$ cat src/core/lmt_map.svh
// register offsets, field positions, reset values and timing counts
`ifndef LMT_MAP_SVH
`define LMT_MAP_SVH
// register byte offsets
`define LMT_CTRL_OFS 8'h00
`define LMT_CMD_OFS 8'h04
`define LMT_STAT_OFS 8'h08
`define LMT_MASK_OFS 8'h0C
`define LMT_LIVE_OFS 8'h10
`define LMT_CHAIN_OFS 8'h14
// control field positions
`define LMT_OT_POL_BIT 0
`define LMT_HOME_POL_BIT 1
`define LMT_AUX_POL_BIT 2
`define LMT_OT_ACT_LSB 3
`define LMT_AUX_ACT_LSB 5
`define LMT_AUX_HOME_BIT 7
`define LMT_TIM_QUAL_BIT 8
`define LMT_CTRL_W 9
// command field
`define LMT_CMD_CLR_BIT 0
// event bit count
`define LMT_EV_W 6
// reset values
`define LMT_CTRL_RST 9'h000
`define LMT_MASK_RST 6'h00
`define LMT_CHAIN_RST 6'h00
// chain size limit
`define LMT_CHAIN_MAX 6'h24
// glitch filter, least time rounded up
`define LMT_CLK_NS 4
`define LMT_FILT_NS 1000
`define LMT_FILT_CYC ((`LMT_FILT_NS + `LMT_CLK_NS - 1) / `LMT_CLK_NS)
`endif

$ cat src/core/lmt_pkg.sv
// types shared by the limit sensor logic
package lmt_pkg;
  // motion mode reported by the motion core
  typedef enum logic [1:0] {
    LMT_OP_IDLE = 2'h0,
    LMT_OP_CONT = 2'h1,
    LMT_OP_POSN = 2'h2,
    LMT_OP_HOME = 2'h3
  } lmt_op_t;
  // protection state, one-hot
  typedef enum logic [1:0] {
    LMT_ST_NORMAL = 2'h1,
    LMT_ST_TRIPPED = 2'h2
  } lmt_prot_t;
endpackage : lmt_pkg

$ cat src/core/lmt_in_filter.sv
// two-flop synchroniser and stability filter per sensor input
`timescale 1ns/1ps
module lmt_in_filter #(
  parameter int W = 5,
  parameter int CNT = 250
) (
  // clock and reset
  input wire logic core_clk,
  input wire logic rst_n,
  // raw and filtered levels
  input wire logic [W-1:0] raw_in,
  output logic [W-1:0] filt_out
);
  localparam int CW = $clog2(CNT + 1);
  localparam logic [CW-1:0] LAST = CW'(CNT - 1);
  genvar i;
  generate
    for (i = 0; i < W; i++) begin : g_bit
      logic s1_ff; // first stage, read only by s2_ff
      logic s2_ff;
      logic [CW-1:0] cnt_ff; // cycles the new level has held
      // synchroniser
      always_ff @(posedge core_clk or negedge rst_n) begin
        if (!rst_n) begin
          s1_ff <= 1'b0;
          s2_ff <= 1'b0;
        end else begin
          s1_ff <= raw_in[i];
          s2_ff <= s1_ff;
        end
      end
      // level accepted only after it held for the full count
      always_ff @(posedge core_clk or negedge rst_n) begin
        if (!rst_n) begin
          cnt_ff <= '0;
          filt_out[i] <= 1'b0;
        end else if (s2_ff == filt_out[i]) begin
          cnt_ff <= '0;
        end else if (cnt_ff == LAST) begin
          cnt_ff <= '0;
          filt_out[i] <= s2_ff;
        end else begin
          cnt_ff <= cnt_ff + CW'(1);
        end
      end
    end
  endgenerate
endmodule : lmt_in_filter

$ cat src/core/lmt_quad_mon.sv
// quadrature position monitor pulses from step and direction
`timescale 1ns/1ps
module lmt_quad_mon (
  // clock and reset
  input wire logic core_clk,
  input wire logic rst_n,
  // motor steps
  input wire logic step_pulse_in,
  input wire logic step_dir_in,
  // line-driver pairs
  output logic phase_a_out,
  output logic phase_a_n_out,
  output logic phase_b_out,
  output logic phase_b_n_out
);
  logic [1:0] pos_ff; // two-bit position count
  logic [1:0] nxt_pos;
  // one count per step, direction picks the sign
  always_comb begin
    nxt_pos = pos_ff;
    if (step_pulse_in) begin
      nxt_pos = step_dir_in ? pos_ff + 2'h1 : pos_ff - 2'h1;
    end
  end
  // outputs registered so the pairs never skew
  always_ff @(posedge core_clk or negedge rst_n) begin
    if (!rst_n) begin
      pos_ff <= 2'h0;
      phase_a_out <= 1'b0;
      phase_a_n_out <= 1'b1;
      phase_b_out <= 1'b0;
      phase_b_n_out <= 1'b1;
    end else begin
      pos_ff <= nxt_pos;
      phase_a_out <= nxt_pos[1];
      phase_a_n_out <= ~nxt_pos[1];
      phase_b_out <= nxt_pos[1] ^ nxt_pos[0];
      phase_b_n_out <= ~(nxt_pos[1] ^ nxt_pos[0]);
    end
  end
endmodule : lmt_quad_mon

$ cat src/core/lmt_sensor_top.sv
// limit, home and auxiliary sensor handling with APB registers
`timescale 1ns/1ps
`include "lmt_map.svh"
// Operation
// - one shared polarity for both overtravel limits
// - limit in motion raises alarm and stops
// - limit stop uses overtravel stop action
// - clear input pulse or command cancels alarm
// - homing limit reverses motor, no alarm
// - three-sensor homing takes home switch
// - home switch has its own polarity
// - auxiliary sensor has its own polarity
// - homing auxiliary sensor qualified by timing signal
// - auxiliary sensor forces stop in continuous
// - homing auxiliary sensor never forces stop
// - daisy chain holds at most 36 drivers
// - phase A and B monitor outputs
// - alarm output on when normal
// - active means coupler carries current
module lmt_sensor_top
  import lmt_pkg::*;
#(
  parameter int FILT_CYC = `LMT_FILT_CYC
) (
  // clock and reset
  input wire logic core_clk,
  input wire logic rst_n,
  // apb slave
  input wire logic psel,
  input wire logic penable,
  input wire logic pwrite,
  input wire logic [7:0] paddr,
  input wire logic [31:0] pwdata,
  output logic [31:0] prdata,
  output logic pready,
  output logic pslverr,
  // sensors, high while the coupler carries current
  input wire logic pos_overtravel_in,
  input wire logic neg_overtravel_in,
  input wire logic home_switch_in,
  input wire logic aux_sensor_in,
  input wire logic alarm_clear_in,
  // motion core
  input wire lmt_op_t op_mode_in,
  input wire logic home_3sensor_in,
  input wire logic timing_in,
  input wire logic step_pulse_in,
  input wire logic step_dir_in,
  // protection and homing
  output logic alarm_out,
  output logic stop_req_out,
  output logic [1:0] stop_action_out,
  output logic reverse_req_out,
  output logic seek_dir_pos_out,
  output logic home_found_out,
  // position monitor
  output logic phase_a_monitor_out,
  output logic phase_a_monitor_n_out,
  output logic phase_b_monitor_out,
  output logic phase_b_monitor_n_out,
  // interrupt
  output logic irq_out
);
  // reset release through two flops
  logic rst_meta_ff;
  logic rst_sync_n;

  always_ff @(posedge core_clk or negedge rst_n) begin
    if (!rst_n) begin
      rst_meta_ff <= 1'b0;
      rst_sync_n <= 1'b0;
    end else begin
      rst_meta_ff <= 1'b1;
      rst_sync_n <= rst_meta_ff;
    end
  end

  // address decode used only by the pslverr response
  function automatic logic is_mapped(input logic [7:0] a);
    is_mapped = (a == `LMT_CTRL_OFS) || (a == `LMT_CMD_OFS) ||
      (a == `LMT_STAT_OFS) || (a == `LMT_MASK_OFS) ||
      (a == `LMT_LIVE_OFS) || (a == `LMT_CHAIN_OFS);
  endfunction : is_mapped

  // register state
  logic [`LMT_CTRL_W-1:0] ctrl_ff; // polarities, stop actions, homing use
  logic [`LMT_EV_W-1:0] stat_ff; // sticky events
  logic [`LMT_EV_W-1:0] mask_ff; // interrupt enables
  logic [5:0] chain_ff; // this driver's place in the chain
  logic [31:0] rd_ff; // read data captured in the setup cycle

  // control fields
  logic ot_pol;
  logic home_pol;
  logic aux_pol;
  logic [1:0] ot_act;
  logic [1:0] aux_act_cfg;
  logic aux_home_use;
  logic tim_qual;
  assign ot_pol = ctrl_ff[`LMT_OT_POL_BIT];
  assign home_pol = ctrl_ff[`LMT_HOME_POL_BIT];
  assign aux_pol = ctrl_ff[`LMT_AUX_POL_BIT];
  assign ot_act = ctrl_ff[`LMT_OT_ACT_LSB +: 2];
  assign aux_act_cfg = ctrl_ff[`LMT_AUX_ACT_LSB +: 2];
  assign aux_home_use = ctrl_ff[`LMT_AUX_HOME_BIT];
  assign tim_qual = ctrl_ff[`LMT_TIM_QUAL_BIT];

  // bus phases
  logic setup_ph;
  logic wr_acc;
  logic rd_acc;
  assign setup_ph = psel && !penable;
  assign wr_acc = psel && penable && pwrite;
  assign rd_acc = psel && penable && !pwrite;
  // read data is ready by the access phase, so no wait states
  assign pready = 1'b1;
  assign pslverr = psel && penable && !is_mapped(paddr);
  assign prdata = rd_ff;

  // filtered sensor levels
  logic [4:0] filt;
  lmt_in_filter #(.W(5), .CNT(FILT_CYC)) u_filt (
    .core_clk(core_clk),
    .rst_n(rst_sync_n),
    .raw_in({alarm_clear_in, aux_sensor_in, home_switch_in,
      neg_overtravel_in, pos_overtravel_in}),
    .filt_out(filt)
  );

  // polarity: clear means normally open, active on current
  logic pos_act;
  logic neg_act;
  logic home_act;
  logic aux_act;
  logic aux_home_q;
  assign pos_act = filt[0] ^ ot_pol;
  assign neg_act = filt[1] ^ ot_pol;
  assign home_act = filt[2] ^ home_pol;
  assign aux_act = filt[3] ^ aux_pol;
  // timing signal gates the slot for a sharper home point
  assign aux_home_q = aux_act && (!tim_qual || timing_in);

  // previous levels for edge detection
  logic [5:0] prev_ff;
  always_ff @(posedge core_clk or negedge rst_sync_n) begin
    if (!rst_sync_n) begin
      prev_ff <= 6'h00;
    end else begin
      prev_ff <= {aux_home_q, filt[4], aux_act, home_act, neg_act, pos_act};
    end
  end
  logic pos_rise;
  logic neg_rise;
  logic home_rise;
  logic aux_rise;
  logic acl_rise;
  logic auxq_rise;
  assign pos_rise = pos_act && !prev_ff[0];
  assign neg_rise = neg_act && !prev_ff[1];
  assign home_rise = home_act && !prev_ff[2];
  assign aux_rise = aux_act && !prev_ff[3];
  assign acl_rise = filt[4] && !prev_ff[4];
  assign auxq_rise = aux_home_q && !prev_ff[5];

  // event decode
  lmt_prot_t prot_ff;
  logic moving;
  logic seeking;
  logic trip;
  logic clr;
  logic aux_stop;
  logic rev;
  logic found;
  assign moving = (op_mode_in == LMT_OP_CONT) || (op_mode_in == LMT_OP_POSN);
  assign seeking = (op_mode_in == LMT_OP_HOME);
  // edge, not level: after a clear the motor may back off the switch
  assign trip = moving && (pos_rise || neg_rise) &&
    (prot_ff == LMT_ST_NORMAL);
  assign clr = acl_rise ||
    (wr_acc && paddr == `LMT_CMD_OFS && pwdata[`LMT_CMD_CLR_BIT]);
  assign aux_stop = (op_mode_in == LMT_OP_CONT) && aux_rise && !aux_home_use &&
    (prot_ff == LMT_ST_NORMAL);
  assign rev = seeking && (pos_rise || neg_rise);
  assign found = seeking && ((home_3sensor_in && home_rise) ||
    (aux_home_use && auxq_rise));

  // protection state: trip only from normal, clear returns
  always_ff @(posedge core_clk or negedge rst_sync_n) begin
    if (!rst_sync_n) begin
      prot_ff <= LMT_ST_NORMAL;
    end else begin
      unique case (prot_ff)
        LMT_ST_NORMAL: begin
          if (trip) begin
            prot_ff <= LMT_ST_TRIPPED;
          end
        end
        LMT_ST_TRIPPED: begin
          if (clr) begin
            prot_ff <= LMT_ST_NORMAL;
          end
        end
        default: begin
          prot_ff <= LMT_ST_TRIPPED; // corrupt code fails safe
        end
      endcase
    end
  end

  // alarm output, on while normal
  always_ff @(posedge core_clk or negedge rst_sync_n) begin
    if (!rst_sync_n) begin
      alarm_out <= 1'b1;
    end else if (trip) begin
      alarm_out <= 1'b0;
    end else if (clr) begin
      alarm_out <= 1'b1;
    end
  end

  // stop request pulse with its method; limit wins over sensor
  always_ff @(posedge core_clk or negedge rst_sync_n) begin
    if (!rst_sync_n) begin
      stop_req_out <= 1'b0;
      stop_action_out <= 2'h0;
    end else begin
      stop_req_out <= trip || aux_stop;
      if (trip) begin
        stop_action_out <= ot_act;
      end else if (aux_stop) begin
        stop_action_out <= aux_act_cfg;
      end
    end
  end

  // homing: reverse away from whichever limit was hit
  always_ff @(posedge core_clk or negedge rst_sync_n) begin
    if (!rst_sync_n) begin
      reverse_req_out <= 1'b0;
      seek_dir_pos_out <= 1'b1;
      home_found_out <= 1'b0;
    end else begin
      reverse_req_out <= rev;
      home_found_out <= found;
      if (rev && pos_rise && !neg_rise) begin
        seek_dir_pos_out <= 1'b0;
      end else if (rev && neg_rise && !pos_rise) begin
        seek_dir_pos_out <= 1'b1;
      end
    end
  end

  // control, mask and chain registers
  always_ff @(posedge core_clk or negedge rst_sync_n) begin
    if (!rst_sync_n) begin
      ctrl_ff <= `LMT_CTRL_RST;
      mask_ff <= `LMT_MASK_RST;
      chain_ff <= `LMT_CHAIN_RST;
    end else if (wr_acc) begin
      if (paddr == `LMT_CTRL_OFS) begin
        ctrl_ff <= pwdata[`LMT_CTRL_W-1:0];
      end
      if (paddr == `LMT_MASK_OFS) begin
        mask_ff <= pwdata[`LMT_EV_W-1:0];
      end
      // places beyond the chain limit are ignored
      if (paddr == `LMT_CHAIN_OFS && pwdata[5:0] < `LMT_CHAIN_MAX) begin
        chain_ff <= pwdata[5:0];
      end
    end
  end

  // sticky events; only bits already read are cleared, set wins
  logic [`LMT_EV_W-1:0] ev;
  logic [`LMT_EV_W-1:0] stat_clr;
  assign ev = {clr && prot_ff == LMT_ST_TRIPPED, found, rev, aux_stop,
    trip && neg_rise, trip && pos_rise};
  assign stat_clr = (rd_acc && paddr == `LMT_STAT_OFS) ?
    rd_ff[`LMT_EV_W-1:0] : '0;
  always_ff @(posedge core_clk or negedge rst_sync_n) begin
    if (!rst_sync_n) begin
      stat_ff <= '0;
    end else begin
      stat_ff <= (stat_ff & ~stat_clr) | ev;
    end
  end

  // interrupt level from unmasked events
  always_ff @(posedge core_clk or negedge rst_sync_n) begin
    if (!rst_sync_n) begin
      irq_out <= 1'b0;
    end else begin
      irq_out <= |(((stat_ff & ~stat_clr) | ev) & mask_ff);
    end
  end

  // read data captured in setup, unmapped reads zero
  always_ff @(posedge core_clk or negedge rst_sync_n) begin
    if (!rst_sync_n) begin
      rd_ff <= 32'h0;
    end else if (setup_ph && !pwrite) begin
      unique case (paddr)
        `LMT_CTRL_OFS: rd_ff <= {23'h0, ctrl_ff};
        `LMT_STAT_OFS: rd_ff <= {26'h0, stat_ff};
        `LMT_MASK_OFS: rd_ff <= {26'h0, mask_ff};
        `LMT_LIVE_OFS: rd_ff <= {26'h0, seek_dir_pos_out,
          prot_ff == LMT_ST_TRIPPED, aux_act, home_act, neg_act, pos_act};
        `LMT_CHAIN_OFS: rd_ff <= {26'h0, chain_ff};
        default: rd_ff <= 32'h0;
      endcase
    end
  end

  // position monitor pulses
  lmt_quad_mon u_quad (
    .core_clk(core_clk),
    .rst_n(rst_sync_n),
    .step_pulse_in(step_pulse_in),
    .step_dir_in(step_dir_in),
    .phase_a_out(phase_a_monitor_out),
    .phase_a_n_out(phase_a_monitor_n_out),
    .phase_b_out(phase_b_monitor_out),
    .phase_b_n_out(phase_b_monitor_n_out)
  );
endmodule : lmt_sensor_top

$ cat config.mk
export PLATFORM = sky130hd
export DESIGN_NAME = lmt_sensor_top
export DESIGN_NICKNAME = d
export VERILOG_FILES = /design/src/core/lmt_pkg.sv /design/src/core/lmt_in_filter.sv /design/src/core/lmt_quad_mon.sv /design/src/core/lmt_sensor_top.sv
export VERILOG_INCLUDE_DIRS = /design/src /design/src/core
export SDC_FILE = /design/constraint.sdc
export NUM_CORES = 1
export LEC_CHECK = 0
export BUFFER_PORTS_ARGS = -buffer_cell sky130_fd_sc_hd__buf_4
export CORE_UTILIZATION = 59
export CTS_CLUSTER_DIAMETER = 30
export DETAILED_ROUTE_END_ITERATION = 10
export PLACE_DENSITY = 0.84
export SLEW_MARGIN = 20
export SYNTH_ARGS = -nofsm -noshare
export SYNTH_HDL_FRONTEND = slang
export SYNTH_SLANG_ARGS = --single-unit
$ cat constraint.sdc
create_clock -name core_clk -period 8.4 [get_ports core_clk]
set_input_delay 0.84 -clock core_clk [delete_from_list [all_inputs] [get_ports core_clk]]
set_output_delay 0.84 -clock core_clk [all_outputs]
set_load 0.02 [all_outputs]
Yosys cells after proc, flatten, opt, wreduce, memory -nomap -nowiden:

Index checks and enable logic that the tools add are counted.

* output and inout bits: 46
* bits of input ports: 56
* word-level logic and storage cells: 181
* register bits after elaboration: 138

* add/subtract/negate cells: 7
* reductions and logical operators: 71
* bitwise operators: 16
* muxes and demuxes: 23
* magnitude comparators: 1
* equality and inequality tests: 22

Operators by type and width (number)
* $mux W8: 10
* $pmux W9 S5: 1
* $add A8 B1 Y8 const B: 5
* $eq A8 B8 Y1 const B: 5
* $logic_and A1 B1 Y1: 33
* $reduce_and A2 Y1: 9
* $eq A8 B4 Y1 const B: 2
* $eq A8 B5 Y1 const B: 2
* $logic_not A1 Y1: 13
* $and A6 B6 Y6: 2
* $mux W2: 6
* $logic_or A1 B1 Y1: 11
* $eq A8 B3 Y1 const B: 1
* $logic_not A8 Y1: 1
* $not A1 Y1: 7
* $eq A2 B2 Y1 const B: 3
* $lt A6 B6 Y1 const B: 1
* $mux W6: 1
* $not A6 Y6: 1
* $or A6 B6 Y6: 1
* $reduce_bool A2 Y1: 3
* $reduce_or A6 Y1: 1
* $eq A1 B1 Y1: 5
* $xor A1 B1 Y1: 5
* 6 further kinds: 11

Longest topological paths before layout:

* depth after elaboration: 10
* mapped depth: 7
* gate-level depth less buffers: 6

Modules after synthesis:

From an unflattened synthesis, not the netlist that was laid out.

* cells, all modules: 491
* area, all modules: 5382.7 µm²

By module, submodules not included
* lmt_sensor_top: area each 2686.3 µm², cells each 241, instances 1, sequential area each 1355.0 µm²
* lmt_in_filter: area each 2507.4 µm², cells each 237, instances 1, sequential area each 1376.3 µm²
* lmt_quad_mon: area each 188.9 µm², cells each 13, instances 1, sequential area each 127.6 µm²

Worst setup path before layout:

Ideal clock, no wire load.

* path type: input to output
* start: in paddr[2]
* end: out pslverr
* stages: 3
* arrival: 2.023 ns
* slack: 5.537 ns
* data required time: 7.560 ns
* buffers on the path: 1
* cells stage by stage: buf_1 -> nor4_2 -> nor4_1

* longest elaborated chain between the ends: 8
* elaborated cells on any way between the ends: 13
* classes of those cells: 5 x eq/ne; 8 x reduce/logical

Ends and longest elaborated chain
* from (decl): line lmt_sensor_top.sv:32 `input wire logic [7:0] paddr,`
* $eq A8 B3 Y1 (no source line) / $logic_not A8 Y1 (equally long branches)
* $logic_or A1 B1 Y1 (4 in a row): line lmt_sensor_top.sv:80 `` is_mapped = (a == `LMT_CTRL_OFS) || (a == `LMT_CMD_OFS) || ``
* $logic_or A1 B1 Y1 *: line lmt_sensor_top.sv:80
* $logic_not A1 Y1 *: line lmt_sensor_top.sv:117 `assign pslverr = psel && penable && !is_mapped(paddr);`
* $logic_and A1 B1 Y1 *: line lmt_sensor_top.sv:117
* to (decl): line lmt_sensor_top.sv:36 `output logic pslverr,`

Every way passes the cells marked *; elsewhere a longest branch is shown, timed or not.

Final worst setup path:

* start: in paddr[1]
* end: out pslverr

The elaborated chain is that of the path after synthesis.

==> metrics.cfg <==
[run_status]
outcome=complete, no violations

[route]
vias=3696
dr.pass1.iters=5
drt_iter0_drc=211
vias_per_cell=5.64
wirelength_mm=10.4
drc=0
drtAntennaViolNets=0
wl_per_cell_um=15.9

[place]
hpwl_mm=7.07
port_buffers=54
gp_congestion=0.839
placed_cell_area_um2=5670

[clock_network]
worstSkewPairLatency_ns=0.51
cts_sinks=114
cts_hold_buffers=0
cts_root_buf=clkbuf_8
clk_path_buf_depth=2
tritoncts=done
numCtsBuffers=17
cts_resized=0
post-cts-setup-buffers=0
cts.htree.levels=4
clkTransAtPathRegs_ns=0.05

[timing]
skew_ns=0.00736
worst-slew-pin-transition_ns=0.777
setup_tns_ns=0
relSlewSlack_pct=48.2
min_period_ns=3.21
grt_setup_unrepaired=false
slew_viol_final=0
holdWs_ns=0.0983
fmax_mhz=312
final.period_utilization_pct=38.2
hold_violations=0
setup-violations-final=0

[worst_setup_path]
cp-start-kind=input pin
crit_fanout=7
worst-path-buf-inv=2
cpMostUsedCell=buf_4
rrSetupSlack_ns=6.50
reg2reg_from=prdata[4]
slowest_stage=nor4_2
critPathKind=input pin to output pin
crit_end=pslverr
required_ns=7.56
critical_path.startpoint=paddr[1]
cp_top_family=simple AND/OR/NAND/NOR gates
critPathCaptureType=output pin
arrival_ns=2.37
worstPathCellList=buf_4 -> or2_2 -> nor4_2 -> nor4_1 -> buf_4
slowest_delay_ns=0.66
crit-reg2reg-capture=irq_out
cp.depth=5
r2r_cells=5

[floorplan]
num_rows=34
ioPinCount=102
coreArea_um2=8680
start_util_pct=60.6
dieWidth_um=96.4
dieArea_um2=9290
die_y_um=96.4

[grt]
globalRoute.totalOverflow=0
antenna_found_initial=0
grt_max_degree=60
grt_use_total_pct=25.0
first_global_vias=3536
grt_pass1_wl_mm=16.9

[synthesis]
synth-edff-count=0
synthCells=474
synth_area_leader_cell=dfrtp_1
yosysSeqAreaShare_pct=54.4
synth_ff_type=dfrtp_1
async_flop_share_pct=100
synth_warnings=0
synth_area_per_cell_um2=11.1
ys_ff_latch=114
synth.area.top_cells=dfrtp_1, mux2_2, nor2_1
synth_cell_types=55
synth_top_area_share_pct=51.9
netlist_area_um2=5260

[finish]
fillers=583
syn_to_final_growth_pct=19.2
diodes=0
post-route-util_pct=72.2
nNetsFinal=602
finalInstanceArea_um2=6270
drive_gt1_share_pct=23.9

[pwr]
power_mw=1.46
p_leak_nw=2.94
power_density_nw_per_um2=234
ir_worst_vdd_mv=0.165

[run]
max_cap_viol_count=0

[hold_path]
hp-class=input pin to asynchronous set/reset pin

==> synth_stat cells (3+ instances only) <==
library cell    n
nor3_1          6
buf_2           3
a31oi_1         3
dfrtp_1       109
mux2i_1         6
nor2_1         63
xor2_1         21
a21oi_1         8
nand2_1        34
nor4_1          3
nand3b_1        4
dfstp_2         5
mux2_2         25
buf_4          24
inv_1          17
ha_1           12
a222oi_1        6
nand4_1         7
clkbuf_1        9
and3_1          3
xnor2_1        22
nand2b_1        9
nand3_1        15
nor2b_1         3
o21ai_0        18
==> registers in the layout, indices dropped and copies added, names as in the netlist, 2 cells and up <==
| signal | flops |
|---|---|
| mask_ff | 6 |
| u_filt.g_bit.s2_ff | 5 |
| u_filt.g_bit.s1_ff | 5 |
| ctrl_ff | 9 |
| stat_ff | 6 |
| prot_ff | 2 |
| u_filt.g_bit.cnt_ff | 40 |
| prev_ff | 6 |
| chain_ff | 6 |
| u_filt.filt_out | 5 |
| stop_action_out | 2 |
| prdata | 9 |
==> how the worst min path moves through the flow <==
stage / slack (ns) / end
3_5_place_dp: 0.34 / u_filt.g_bit[1].s2_ff
2_1_floorplan: 0.33 / rst_sync_n
6_report: 0.1 / rst_sync_n
3_3_place_gp: 0.34 / u_filt.g_bit[0].s2_ff
5_1_grt: 0.08 / rst_sync_n
4_1_cts: 0.08 / rst_sync_n
==> where the power goes <==
part / switching (mW) / internal, mW
combinational: 0.0862 / 0.0582
sequential: 0.0269 / 0.587
clock: 0.248 / 0.458
total: 0.361 / 1.10
==> routing by layer <==
layer  up-vias  part of all wire [%]  GRT usage (%)  routed length [µm]
met5         -                     0              0                   0
met4         0                   1.5           8.58                 161
met3        19                   8.4           9.00                 873
met2       162                    49           40.7                5170
met1      1818                    41           31.1                4240
li1       1697                     -              -                   -
==> cell type report <==
| class | instances | area (µm²) | share of cell area (%) |
|---|---|---|---|
| clock inverter | 13 | 161 | 2.58 |
| timing repair buffer | 55 | 413 | 6.59 |
| sequential | 114 | 2860 | 45.7 |
| multi-input combinational | 329 | 2200 | 35.1 |
| clock buffer | 19 | 432 | 6.89 |
| tap | 108 | 135 | 2.16 |
| inverter | 17 | 63.8 | 1.02 |
==> placed cells by master (no fill, tap or decap), drive strengths merged, types with 4 or more instances in the layout <==
master	n
clkinv	6
o21ai	18
mux2i	6
inv	17
nand2b	9
dfrtp	109
conb	25
nand2	35
a222oi	6
nand3	15
nand4	8
buf	55
clkbuf	19
nor4	6
ha	12
nor2	64
nand3b	4
clkinvlp	4
mux2	25
nor3	6
xnor2	22
xor2	21
and3	4
a21oi	8
dfstp	5
==> cell families (layout without fill, tap and decap cells) <==
group | Yosys count | count (layout) | synth area share [%]
XOR/XNOR | 43 | 43 | 7.16
AO/OA/AOI/OAI | 50 | 50 | 6.52
buffers and inverters | 54 | 104 | 5.64
flip-flops | 114 | 114 | 54.4
adder cells (fa/ha/maj) | 12 | 12 | 2.86
other | 2 | 25 | 0.143
AND/OR/NAND/NOR | 168 | 168 | 16.8
multiplexers | 31 | 31 | 6.50
==> stage by stage <==
step	instances	setup slack [ns]
2_1_floorplan	497	5.00
3_3_place_gp	623	5.27
3_5_place_dp	623	5.25
4_1_cts	655	5.24
5_1_grt	655	5.14
6_report	655	5.19
Note: power is estimated with default switching activity, not from simulation.
